### config.mk
export PLATFORM = sky130hd
export DESIGN_NAME = sie_enable_pair
export DESIGN_NICKNAME = d
export VERILOG_FILES = /design/src/common/sie_pkg.sv /design/src/hdl/sie_ahb_port.sv /design/src/hdl/sie_irq_status.sv /design/src/hdl/sie_enable_pair.sv
export SDC_FILE = /design/constraint.sdc
export NUM_CORES = 1
export LEC_CHECK = 0
export BUFFER_PORTS_ARGS = -buffer_cell sky130_fd_sc_hd__buf_4
export CORE_MARGIN = 2
export CORE_UTILIZATION = 35
export CTS_CLUSTER_DIAMETER = 100
export DETAILED_ROUTE_END_ITERATION = 6
export SKIP_CTS_REPAIR_TIMING = 1
export SYNTH_ARGS = -nofsm -noshare
export SYNTH_HDL_FRONTEND = slang
export SYNTH_SLANG_ARGS = --single-unit
export TNS_END_PERCENT = 1
### constraint.sdc
create_clock -name ref_clk -period 5.26 [get_ports ref_clk]
set_clock_uncertainty 0.05 [all_clocks]
set_input_delay 0.526 -clock ref_clk [delete_from_list [all_inputs] [get_ports ref_clk]]
set_output_delay 0.526 -clock ref_clk [all_outputs]
set_load 0.01 [all_outputs]
### src/common/sie_pkg.sv
// Constants for the system-control interrupt enable pair.
// Assumes a 32-bit AHB-Lite register bus and 12 interrupt sources.
package sie_pkg;

  // ----------------------------------------
  // Sizes
  // ----------------------------------------
  localparam int SIE_NUM_SRC = 12;
  localparam int SIE_ADDR_W  = 8;

  // ----------------------------------------
  // Register byte offsets
  // ----------------------------------------
  localparam logic [7:0] SIE_OFS_ENABLE_CLEAR = 8'h00;
  localparam logic [7:0] SIE_OFS_ENABLE_SET   = 8'h04;
  localparam logic [7:0] SIE_OFS_IRQ_STATUS   = 8'h08;
  localparam logic [7:0] SIE_OFS_IRQ_MASK     = 8'h0c;

  // ----------------------------------------
  // Source bit positions in every register
  // ----------------------------------------
  localparam int SIE_BIT_BROWNOUT_SYNC_READY = 11;
  localparam int SIE_BIT_BROWNOUT_DETECT     = 10;
  localparam int SIE_BIT_BROWNOUT_READY      = 9;
  localparam int SIE_BIT_LOOP_REF_STOPPED    = 8;
  localparam int SIE_BIT_LOOP_COARSE_LOCK    = 7;
  localparam int SIE_BIT_LOOP_FINE_LOCK      = 6;
  localparam int SIE_BIT_LOOP_OUT_OF_BOUNDS  = 5;
  localparam int SIE_BIT_LOOP_READY          = 4;
  localparam int SIE_BIT_INT_8MHZ_READY      = 3;
  localparam int SIE_BIT_INT_32KHZ_READY     = 2;
  localparam int SIE_BIT_EXT_32KHZ_READY     = 1;
  localparam int SIE_BIT_CRYSTAL_READY       = 0;

  // Clear-register bits whose one sets instead of clears
  localparam logic [11:0] SIE_CLR_SETS_MASK = 12'h003;

  // ----------------------------------------
  // Values after reset
  // ----------------------------------------
  localparam logic [11:0] SIE_ENABLE_RST = 12'h000;
  localparam logic [11:0] SIE_MASK_RST   = 12'h000;
  localparam logic [11:0] SIE_STATUS_RST = 12'h000;
  localparam logic [31:0] SIE_RDATA_RST  = 32'h0000_0000;

  // ----------------------------------------
  // Bus encodings
  // ----------------------------------------
  localparam logic [2:0] SIE_HSIZE_BYTE = 3'h0;
  localparam logic [2:0] SIE_HSIZE_HALF = 3'h1;

endpackage

### src/hdl/sie_ahb_port.sv
// AHB-Lite address-phase capture for the enable pair.
// Assumes a single slave: hready is this slave's own hreadyout.
`timescale 1ns/1ps
module sie_ahb_port
  import sie_pkg::*;
(
  // Clock and reset
  input  wire logic                  ref_clk,
  input  wire logic                  reset,
  input  wire logic                  ce,
  // AHB-Lite address phase
  input  wire logic                  hsel,
  input  wire logic [1:0]            htrans,
  input  wire logic [31:0]           haddr,
  input  wire logic                  hwrite,
  input  wire logic [2:0]            hsize,
  input  wire logic                  hready,
  output logic                       hreadyout,
  // Decoded access
  output logic                       rd_take,
  output logic [SIE_ADDR_W-1:0]      rd_index,
  output logic                       wr_commit,
  output logic [SIE_ADDR_W-1:0]      wr_index,
  output logic [3:0]                 wr_lanes
);

  typedef struct packed {
    logic                  wr_pend;
    logic [SIE_ADDR_W-1:0] wr_addr;
    logic [3:0]            lanes;
  } sie_port_t;

  sie_port_t cur_reg;
  sie_port_t cur_next;
  logic      take;
  logic [3:0] lane_sel;

  // Frozen clock enable stretches the data phase
  assign hreadyout = ce;
  assign take      = hsel & htrans[1] & hready;
  assign rd_take   = take & ~hwrite;
  // Word index: byte and halfword lanes of one register share it
  assign rd_index  = {haddr[SIE_ADDR_W-1:2], 2'b00};
  assign wr_commit = cur_reg.wr_pend & ce;
  assign wr_index  = cur_reg.wr_addr;
  assign wr_lanes  = cur_reg.lanes;

  // Byte lanes from size and low address bits
  always_comb
  begin
    if (hsize == SIE_HSIZE_BYTE)
      lane_sel = 4'h1 << haddr[1:0];
    else if (hsize == SIE_HSIZE_HALF)
      lane_sel = haddr[1] ? 4'hc : 4'h3;
    else
      lane_sel = 4'hf;
  end

  // Write held over to the data phase, where hwdata stands
  always_comb
  begin
    cur_next = cur_reg;
    if (hready)
    begin
      cur_next.wr_pend = take & hwrite;
      cur_next.wr_addr = {haddr[SIE_ADDR_W-1:2], 2'b00};
      cur_next.lanes   = lane_sel;
    end
  end

  always_ff @(posedge ref_clk or posedge reset)
  begin
    if (reset)
      cur_reg <= '0;
    else if (ce)
      cur_reg <= cur_next;
  end

endmodule // sie_ahb_port

### src/hdl/sie_irq_status.sv
// Sticky event status with read-clear and masked interrupt line.
// Assumes events and the read strobe come from the same clock.
`timescale 1ns/1ps
module sie_irq_status
  import sie_pkg::*;
(
  // Clock and reset
  input  wire logic                   ref_clk,
  input  wire logic                   reset,
  input  wire logic                   ce,
  // Events and software
  input  wire logic [SIE_NUM_SRC-1:0] events,
  input  wire logic                   rd_clear,
  input  wire logic [SIE_NUM_SRC-1:0] mask,
  // Results
  output logic [SIE_NUM_SRC-1:0]      status,
  output logic                        irq
);

  typedef struct packed {
    logic [SIE_NUM_SRC-1:0] status;
    logic                   irq;
  } sie_stat_t;

  sie_stat_t cur_reg;
  sie_stat_t cur_next;

  // Set wins over the read clear, so no event is lost
  always_comb
  begin
    cur_next        = cur_reg;
    cur_next.status = (rd_clear ? SIE_STATUS_RST : cur_reg.status) | events;
    cur_next.irq    = |(cur_next.status & mask);
  end

  always_ff @(posedge ref_clk or posedge reset)
  begin
    if (reset)
      cur_reg <= '0;
    else if (ce)
      cur_reg <= cur_next;
  end

  assign status = cur_reg.status;
  assign irq    = cur_reg.irq;

endmodule // sie_irq_status

### src/hdl/sie_enable_pair.sv
// Interrupt-enable pair (clear and set views of one enable set).
// Assumes AHB-Lite master on ref_clk; source flags and the write
// guard come from logic on the same clock.
//
// Overview of operation
// - A zero written to any enable position leaves that enable alone.
// - A one in bit 7 of the clear register clears the coarse-lock enable.
// - A one in bit 6 of the clear register clears the fine-lock enable.
// - A one in bit 5 of the clear register clears the out-of-bounds enable.
// - A one in bit 4 of the clear register clears the loop-ready enable.
// - A one in bit 3 of the clear register clears the 8 MHz ready enable.
// - A one in bit 2 of the clear register clears the 32 kHz ready enable.
// - A one in bit 1 or 0 of the clear register sets that enable.
// - A source requests an interrupt when its enable and its flag are set.
// - The set register holds bits 11:0, zero above, resets to zero, guarded.
// - Ones in bits 11, 10, 9 of the clear register clear brown-out enables.
// - A one in bit 8 of the clear register clears the ref-stopped enable.
// - Byte, halfword and word accesses reach every lane of both registers.
//
// Chosen here: the AHB-Lite slave port.
`timescale 1ns/1ps
module sie_enable_pair
  import sie_pkg::*;
(
  // Clock, reset, enable
  input  wire logic                   ref_clk,
  input  wire logic                   reset,
  input  wire logic                   ce,
  // AHB-Lite slave
  input  wire logic                   hsel,
  input  wire logic [31:0]            haddr,
  input  wire logic [1:0]             htrans,
  input  wire logic                   hwrite,
  input  wire logic [2:0]             hsize,
  input  wire logic [31:0]            hwdata,
  input  wire logic                   hready,
  output logic                        hreadyout,
  output logic                        hresp,
  output logic [31:0]                 hrdata,
  // Sources and write guard
  input  wire logic [SIE_NUM_SRC-1:0] source_flag,
  input  wire logic                   peripheral_write_guard,
  // Results
  output logic [SIE_NUM_SRC-1:0]      irq_request,
  output logic [SIE_NUM_SRC-1:0]      interrupt_enable,
  output logic                        irq
);

  // ----------------------------------------
  // State
  // ----------------------------------------
  typedef struct packed {
    logic [SIE_NUM_SRC-1:0] enable;
    logic [SIE_NUM_SRC-1:0] mask;
    logic [SIE_NUM_SRC-1:0] request;
    logic [31:0]            rdata;
  } sie_state_t;

  localparam sie_state_t SIE_STATE_RST = '{
    enable:  SIE_ENABLE_RST,
    mask:    SIE_MASK_RST,
    request: SIE_ENABLE_RST,
    rdata:   SIE_RDATA_RST
  };

  sie_state_t             cur_reg;
  sie_state_t             cur_next;
  logic                   rd_take;
  logic [SIE_ADDR_W-1:0]  rd_index;
  logic                   wr_commit;
  logic [SIE_ADDR_W-1:0]  wr_index;
  logic [3:0]             wr_lanes;
  logic [31:0]            lane_bits;
  logic [SIE_NUM_SRC-1:0] wr_ones;
  logic [SIE_NUM_SRC-1:0] wr_keep;
  logic [SIE_NUM_SRC-1:0] status;
  logic                   status_rd;

  // ----------------------------------------
  // Bus front end
  // ----------------------------------------
  sie_ahb_port u_port (
    .ref_clk   (ref_clk),
    .reset     (reset),
    .ce        (ce),
    .hsel      (hsel),
    .htrans    (htrans),
    .haddr     (haddr),
    .hwrite    (hwrite),
    .hsize     (hsize),
    .hready    (hready),
    .hreadyout (hreadyout),
    .rd_take   (rd_take),
    .rd_index  (rd_index),
    .wr_commit (wr_commit),
    .wr_index  (wr_index),
    .wr_lanes  (wr_lanes)
  );

  // Every answer is OKAY; unmapped reads give zero
  assign hresp = 1'b0;

  // Expand byte lanes to one strobe per data bit
  generate
    for (genvar i = 0; i < 32; i++)
    begin : g_lane
      assign lane_bits[i] = wr_lanes[i / 8];
    end
  endgenerate

  // Only ones in selected lanes act; zeros never touch an enable
  assign wr_ones = hwdata[SIE_NUM_SRC-1:0] & lane_bits[SIE_NUM_SRC-1:0];
  assign wr_keep = ~lane_bits[SIE_NUM_SRC-1:0];

  // ----------------------------------------
  // Sticky status and interrupt line
  // ----------------------------------------
  assign status_rd = rd_take & (rd_index == SIE_OFS_IRQ_STATUS);

  sie_irq_status u_status (
    .ref_clk  (ref_clk),
    .reset    (reset),
    .ce       (ce),
    .events   (cur_reg.request),
    .rd_clear (status_rd),
    .mask     (cur_reg.mask),
    .status   (status),
    .irq      (irq)
  );

  // ----------------------------------------
  // Next state
  // ----------------------------------------
  // Read data is taken from the next enables, so a read right after
  // a write already sees that write.
  always_comb
  begin
    cur_next = cur_reg;
    if (wr_commit)
    begin
      case (wr_index)
        SIE_OFS_ENABLE_CLEAR:
        begin
          // Guard blocks enable writes; all ones act together
          if (!peripheral_write_guard)
          begin
            cur_next.enable = (cur_reg.enable & ~(wr_ones & ~SIE_CLR_SETS_MASK))
                            | (wr_ones & SIE_CLR_SETS_MASK);
          end
        end
        SIE_OFS_ENABLE_SET:
        begin
          if (!peripheral_write_guard)
          begin
            cur_next.enable = cur_reg.enable | wr_ones;
          end
        end
        SIE_OFS_IRQ_MASK:
        begin
          cur_next.mask = (cur_reg.mask & wr_keep) | wr_ones;
        end
        default:
        begin
          cur_next.mask = cur_reg.mask;
        end
      endcase
    end

    // Request follows enable and flag; zero enable suppresses it
    cur_next.request = cur_next.enable & source_flag;

    if (rd_take)
    begin
      case (rd_index)
        SIE_OFS_ENABLE_CLEAR,
        SIE_OFS_ENABLE_SET:
          cur_next.rdata = {20'h0_0000, cur_next.enable};
        SIE_OFS_IRQ_STATUS:
          cur_next.rdata = {20'h0_0000, status};
        SIE_OFS_IRQ_MASK:
          cur_next.rdata = {20'h0_0000, cur_next.mask};
        default:
          cur_next.rdata = SIE_RDATA_RST;
      endcase
    end
  end

  // ----------------------------------------
  // Registers
  // ----------------------------------------
  // Low clock enable freezes everything, bus included
  always_ff @(posedge ref_clk or posedge reset)
  begin
    if (reset)
      cur_reg <= SIE_STATE_RST;
    else if (ce)
      cur_reg <= cur_next;
  end

  // ----------------------------------------
  // Outputs
  // ----------------------------------------
  assign hrdata           = cur_reg.rdata;
  assign irq_request      = cur_reg.request;
  assign interrupt_enable = cur_reg.enable;

endmodule // sie_enable_pair

### Yosys cells after proc, flatten, opt, wreduce, memory -nomap -nowiden

Cells that the tools add are included.

* register bits after elaboration: 90
* input port bits: 88
* output and inout bits: 59
* logic and storage cells: 51

* eq/ne operators: 6
* shift operators: 1
* mux-type cells: 10
* bitwise logic cells: 18
* reductions and logical operators: 7

Operators with widths (number)
* 12-bit bitwise AND: 5
* 12-bit two-way mux: 4
* 12-bit bitwise OR: 3
* 12-bit one-hot mux with 3 select lines: 1
* 24-bit two-way mux: 1
* 12-bit inverter: 2
* 12-bit one-hot mux with 2 select lines: 1
* 6-bit by 2-bit == test with 1-bit output (second input constant): 3
* 8-bit logical NOT: 2
* 6-bit by 1-bit == test with 1-bit output (second input constant): 2
* 12-bit by 2-bit bitwise OR with 12-bit output: 1
* 12-bit OR reduction: 1
* 1-bit bitwise AND: 6
* 2-bit two-way mux: 3
* 2-bit AND reduction: 2
* 3-bit by 1-bit == test with 1-bit output (second input constant): 1
* 3-bit logical NOT: 1
* 2-bit OR reduction: 1
* 1-bit by 2-bit left shift with 2-bit output (first input constant): 1
* 1-bit inverter: 1

### Depth between registers and ports, before layout

* depth after elaboration: 8
* mapped depth: 7
* depth with buffers taken out: 5

### Modules after synthesis

Synthesis repeated with hierarchy kept, for this count alone.

* cell total of the unflattened synthesis: 393
* area, all modules: 4231.6 um^2

Modules (own cells, without submodules)
* sie_enable_pair: instances 1, cells an instance 271, area an instance 2910.3 um^2, sequential area each 1201.2 um^2
* sie_irq_status: instances 1, cells an instance 62, area an instance 663.1 um^2, sequential area each 325.3 um^2
* sie_ahb_port: instances 1, cells an instance 60, area an instance 658.1 um^2, sequential area each 275.3 um^2

### Least setup slack after synthesis

No wires, ideal clock.

* path kind: input-to-reg
* from: input haddr[5]
* to: register u_status.cur_reg, in the netlist u_status.irq
* library setup time: 0.126 ns
* arrival time: 1.628 ns
* required time: 5.084 ns
* path slack: 3.456 ns
* stages on the path: 6
* buffers on the path: 1
* cell sequence: nor4_2 -> nand2_1 -> nor2_2 -> buf_2 -> a21oi_1 -> o32a_1

* word-level cells in the longest chain between the ends: 6

RTL lines
* start, declared: line sie_enable_pair.sv:31 `input wire logic [31:0] haddr,`
* 6-bit by 2-bit == test with 1-bit output: line sie_enable_pair.sv:118 `assign status_rd = rd_take & (rd_index == SIE_OFS_IRQ_STATUS);`
* 1-bit bitwise AND: line sie_enable_pair.sv:118
* 12-bit two-way mux: line sie_irq_status.sv:32 `cur_next.status = (rd_clear ? SIE_STATUS_RST : cur_reg.status) | events;`
* 12-bit bitwise OR: line sie_irq_status.sv:32
* 12-bit bitwise AND: line sie_irq_status.sv:33 `cur_next.irq = |(cur_next.status & mask);`
* 12-bit OR reduction: line sie_irq_status.sv:33
* end signal, assigned: line sie_irq_status.sv:41 `cur_reg <= cur_next;`
* end, declared: line sie_irq_status.sv:25 `sie_stat_t cur_reg;`

Every way passes these cells.
A chain may end at the register's enable or synchronous reset.

### Worst setup path after layout

* from: register u_port.cur_reg, in the netlist u_port.wr_index[5]
* to: register cur_reg, in the netlist hrdata[5]

* word-level cells in the longest chain between the ends: 4
* elaborated cells on any way between the ends: 7

RTL lines
* start, declared: line sie_ahb_port.sv:33 `sie_port_t cur_reg;`
* start signal, assigned: line sie_ahb_port.sv:76 `cur_reg <= cur_next;`
* 6-bit by 1-bit == test with 1-bit output, or another cell as far along: line sie_enable_pair.sv:141 `case (wr_index)`
* 12-bit one-hot mux with 2 select lines / 12-bit two-way mux (equally long branches): line sie_enable_pair.sv:141
* 24-bit two-way mux *: line sie_enable_pair.sv:139 `if (wr_commit)`
* 12-bit one-hot mux with 3 select lines *: line sie_enable_pair.sv:174 `case (rd_index)`
* end signal, assigned: line sie_enable_pair.sv:197 `cur_reg <= cur_next;`
* end, declared: line sie_enable_pair.sv:66 `sie_state_t cur_reg;`

Mark *: on every way between the ends. The rest lies on a longest branch, timed or not.

==> metrics.txt <==
# TYPE chip_impl_metric gauge
chip_impl_info{name="outcome",value="completed"} 1
chip_impl_info{name="timing.critical_path.from",value="u_port.wr_index[5]"} 1
chip_impl_metric{name="clkTransAtPathRegs",unit="ps"} 70
chip_impl_metric{name="floorplan.initialDensity",unit=""} 0.360
chip_impl_metric{name="first_pass_grt_wire_length",unit="um"} 15100
chip_impl_metric{name="first_pass_iters",unit=""} 4
chip_impl_metric{name="postSynth.asyncResetShare",unit=""} 1.00
chip_impl_metric{name="maxClockFrequency",unit="MHz"} 347
chip_impl_metric{name="nNetsFinal",unit=""} 487
chip_impl_metric{name="die_h",unit="um"} 107
chip_impl_info{name="critical_path.cell_chain",value="nor4_4 > and4_1 > nor2_2 > a221oi_1 > a32oi_1"} 1
chip_impl_metric{name="final_critical_path_setup_slack",unit="ps"} 2370
chip_impl_metric{name="timing.final.crit_period",unit="ps"} 2890
chip_impl_metric{name="placementRows",unit=""} 37
chip_impl_metric{name="timing.max_slew.rel_slack",unit=""} 0.259
chip_impl_metric{name="ff2ff_setup_slack",unit="ps"} 2370
chip_impl_metric{name="worst_skew_pair.late_latency",unit="ps"} 340
chip_impl_metric{name="count_of_inserted_antenna_diode_cells",unit=""} 0
chip_impl_metric{name="weighted_congestion_reported_at_the_end_of_routability_driven_placement",unit=""} 0.868
chip_impl_metric{name="timing.hold.ws",unit="ps"} 369
chip_impl_metric{name="ios",unit=""} 147
chip_impl_metric{name="syn-instance-count",unit=""} 363
chip_impl_metric{name="drive_gt1_frac",unit=""} 0.317
chip_impl_metric{name="synth_top_area_frac",unit=""} 0.472
chip_impl_metric{name="die_w",unit="um"} 107
chip_impl_metric{name="placedCellCount",unit=""} 524
chip_impl_info{name="synthMostInstantiatedCell",value="sky130_fd_sc_hd__dfrtp_1"} 1
chip_impl_info{name="synth_common_cells",value="sky130_fd_sc_hd__dfrtp_1 (70), sky130_fd_sc_hd__buf_4 (59), sky130_fd_sc_hd__nand2_1 (31), sky130_fd_sc_hd__inv_1 (26), sky130_fd_sc_hd__nand3_1 (19)"} 1
chip_impl_metric{name="layout.core_utilization",unit=""} 0.410
chip_impl_metric{name="finalHoldViolCount",unit=""} 0
chip_impl_metric{name="yosys.cell_types.count",unit=""} 37
chip_impl_metric{name="pin_count_of_the_biggest_net_entering_global_routing",unit=""} 71
chip_impl_info{name="min-delay-path-class",value="in -> reg"} 1
chip_impl_info{name="critical-path-slowest-cell",value="sky130_fd_sc_hd__nor4_4"} 1
chip_impl_metric{name="ff2ff_path_depth",unit=""} 5
chip_impl_metric{name="final-setup-viol-count",unit=""} 0
chip_impl_metric{name="final.period_utilization",unit=""} 0.549
chip_impl_metric{name="post_synth_instance_area",unit="mm^2"} 0.00371
chip_impl_metric{name="power.ir.vdd_worst",unit="mV"} 0.0950
chip_impl_metric{name="drv_slew",unit=""} 0
chip_impl_metric{name="routedWlPerCell",unit="um"} 17.5
chip_impl_metric{name="required",unit="ps"} 5410
chip_impl_metric{name="floorplan.core_area",unit="mm^2"} 0.0103
chip_impl_metric{name="synth-seq-area-share",unit=""} 0.472
chip_impl_metric{name="placement.io_buffers",unit=""} 80
chip_impl_metric{name="die_outline_area",unit="mm^2"} 0.0115
chip_impl_metric{name="placement.setup.worst_slack",unit="ps"} 2170
chip_impl_info{name="synth.largest_area_cell",value="sky130_fd_sc_hd__dfrtp_1"} 1
chip_impl_info{name="critical_path.reg2reg.startpoint",value="u_port.wr_index[5]"} 1
chip_impl_metric{name="power-per-cell-area",unit="mW/mm^2"} 281
chip_impl_info{name="cts_root_buf",value="sky130_fd_sc_hd__clkbuf_8"} 1
chip_impl_metric{name="grt_remaining_overflow",unit=""} 0
chip_impl_metric{name="antenna_left",unit=""} 0
chip_impl_metric{name="routed_wl",unit="um"} 9440
chip_impl_metric{name="number_of_antenna_violations_at_the_first_check_in_global_routing",unit=""} 0
chip_impl_metric{name="synth-edff-count",unit=""} 0
chip_impl_metric{name="max_stage_delay",unit="ps"} 890
chip_impl_metric{name="post_layout_nonfiller_instances",unit=""} 540
chip_impl_metric{name="cts-buffers-inserted",unit=""} 9
chip_impl_metric{name="postSynthAreaPerCell",unit="um^2"} 10.2
chip_impl_metric{name="max_cap_violations",unit=""} 0
chip_impl_metric{name="clock_tree.buffer_depth",unit=""} 2
chip_impl_metric{name="p_leak",unit="uW"} 0.00214
chip_impl_metric{name="actual_slew_at_the_worst_max_slew_pin",unit="ps"} 1110
chip_impl_info{name="cp-start-kind",value="flop"} 1
chip_impl_metric{name="drt_iter0_drc",unit=""} 167
chip_impl_metric{name="number_of_global_route_vias_before_repair",unit=""} 2918
chip_impl_metric{name="global_route.usage.total",unit=""} 0.171
chip_impl_info{name="netlist_top_cells_area",value="sky130_fd_sc_hd__dfrtp_1 (47%), sky130_fd_sc_hd__buf_4 (12%), sky130_fd_sc_hd__mux2_2 (4.5%)"} 1
chip_impl_metric{name="cts_num_sinks",unit=""} 70
chip_impl_info{name="rsz0062_at_grt",value="false"} 1
chip_impl_info{name="postSynth.topFlopCell",value="sky130_fd_sc_hd__dfrtp_1"} 1
chip_impl_info{name="worst-setup-path-type",value="reg -> reg"} 1
chip_impl_metric{name="vias",unit=""} 2788
chip_impl_info{name="rr_endpoint",value="hrdata[5]"} 1
chip_impl_info{name="worst_setup_path_endpoint",value="hrdata[5]"} 1
chip_impl_metric{name="area_growth",unit="%"} 13.9
chip_impl_metric{name="ys.warnings.count",unit=""} 0
chip_impl_metric{name="cp_data_arrival_time",unit="ps"} 3030
chip_impl_info{name="endpoint_kind",value="flop"} 1
chip_impl_metric{name="cp_max_fo",unit=""} 14
chip_impl_metric{name="final.setup.tns",unit="ps"} 0
chip_impl_metric{name="cts_htree_levels",unit=""} 3
chip_impl_metric{name="drt_drc",unit=""} 0
chip_impl_metric{name="synth.ff_latch_count",unit=""} 70
chip_impl_info{name="tritoncts",value="built"} 1
chip_impl_metric{name="drt-vias-per-instance",unit=""} 5.16
chip_impl_metric{name="detailedPlacementHpwl",unit="um"} 6400
==> per-layer routing <==
layer	GRT usage	part of all wire	vias to the layer above
li1	-	-	1298
met1	0.233	0.44	1371
met2	0.267	0.48	109
met3	0.0353	0.074	10
met4	0.0659	0.013	0
met5	0	0	-
==> through the flow <==
step,instance area [um^2],total power [uW]
global route,4230,1240
CTS,4230,1200
global placement,4050,780
floorplan,3790,731
finish,4230,1190
detailed placement,4050,784
==> worst max-delay path: cells and delay by family, from the launching register on <==
family	cells	cell delay, ps
flip-flops	1	410
AND/OR/NAND/NOR	3	1750
AO/OA/AOI/OAI	2	520
==> cells by family after synthesis <==
| family | after synthesis | synth area share |
|---|---|---|
| buffers and inverters | 102 | 0.166 |
| AND/OR/NAND/NOR | 92 | 0.134 |
| AO/OA/AOI/OAI | 71 | 0.146 |
| flip-flops | 70 | 0.472 |
| multiplexers | 27 | 0.0805 |
| other | 1 | 0.00101 |
==> layout by cell type, fill, tap and decap left out, types with 4 or more instances in the layout <==
| master | instances |
|---|---|
| sky130_fd_sc_hd__buf_4 | 81 |
| sky130_fd_sc_hd__dfrtp_1 | 70 |
| sky130_fd_sc_hd__nand2_1 | 31 |
| sky130_fd_sc_hd__inv_1 | 25 |
| sky130_fd_sc_hd__conb_1 | 21 |
| sky130_fd_sc_hd__nand3_1 | 19 |
| sky130_fd_sc_hd__mux2_2 | 15 |
| sky130_fd_sc_hd__a22o_1 | 12 |
| sky130_fd_sc_hd__nand4_1 | 12 |
| sky130_fd_sc_hd__a221oi_1 | 12 |
| sky130_fd_sc_hd__a32oi_1 | 12 |
| sky130_fd_sc_hd__o21ai_0 | 11 |
| sky130_fd_sc_hd__mux2i_1 | 10 |
| sky130_fd_sc_hd__o22ai_1 | 10 |
| sky130_fd_sc_hd__or2_2 | 10 |
| sky130_fd_sc_hd__clkbuf_8 | 9 |
| sky130_fd_sc_hd__a22oi_1 | 7 |
| sky130_fd_sc_hd__clkinv_2 | 4 |
==> layout make-up <==
cell class                      instances  area, um^2
Tap cell                              136         170
Clock buffer                           11         131
Fill cell                            1029        6090
Sequential cell                        70        1750
Clock inverter                          5        50.0
Inverter                               26        97.6
Multi-Input combinational cell        211        1420
Timing Repair Buffer                   81         608
==> worst min path at each step <==
stage	from	endpoint	slack [ps]	cells after the start
after floorplan	u_port.cur_reg[12]	u_port.cur_reg[12]	410	2
after global placement	u_port.cur_reg[12]	u_port.cur_reg[12]	440	2
after detailed placement	u_port.cur_reg[12]	u_port.cur_reg[12]	440	2
after CTS	source_flag[0]	irq_request[0]	360	3
after global routing	haddr[4]	u_port.wr_index[4]	370	2
final	source_flag[0]	irq_request[0]	370	3
==> report_power, final <==
part	leakage [uW]	internal [uW]	switching [uW]
Clock	0.0000968	216	198
Combinational	0.00112	71.6	74.3
Sequential	0.000926	582	44.5
Total	0.00214	870	317
Note: power is estimated with default switching activity, not from simulation.
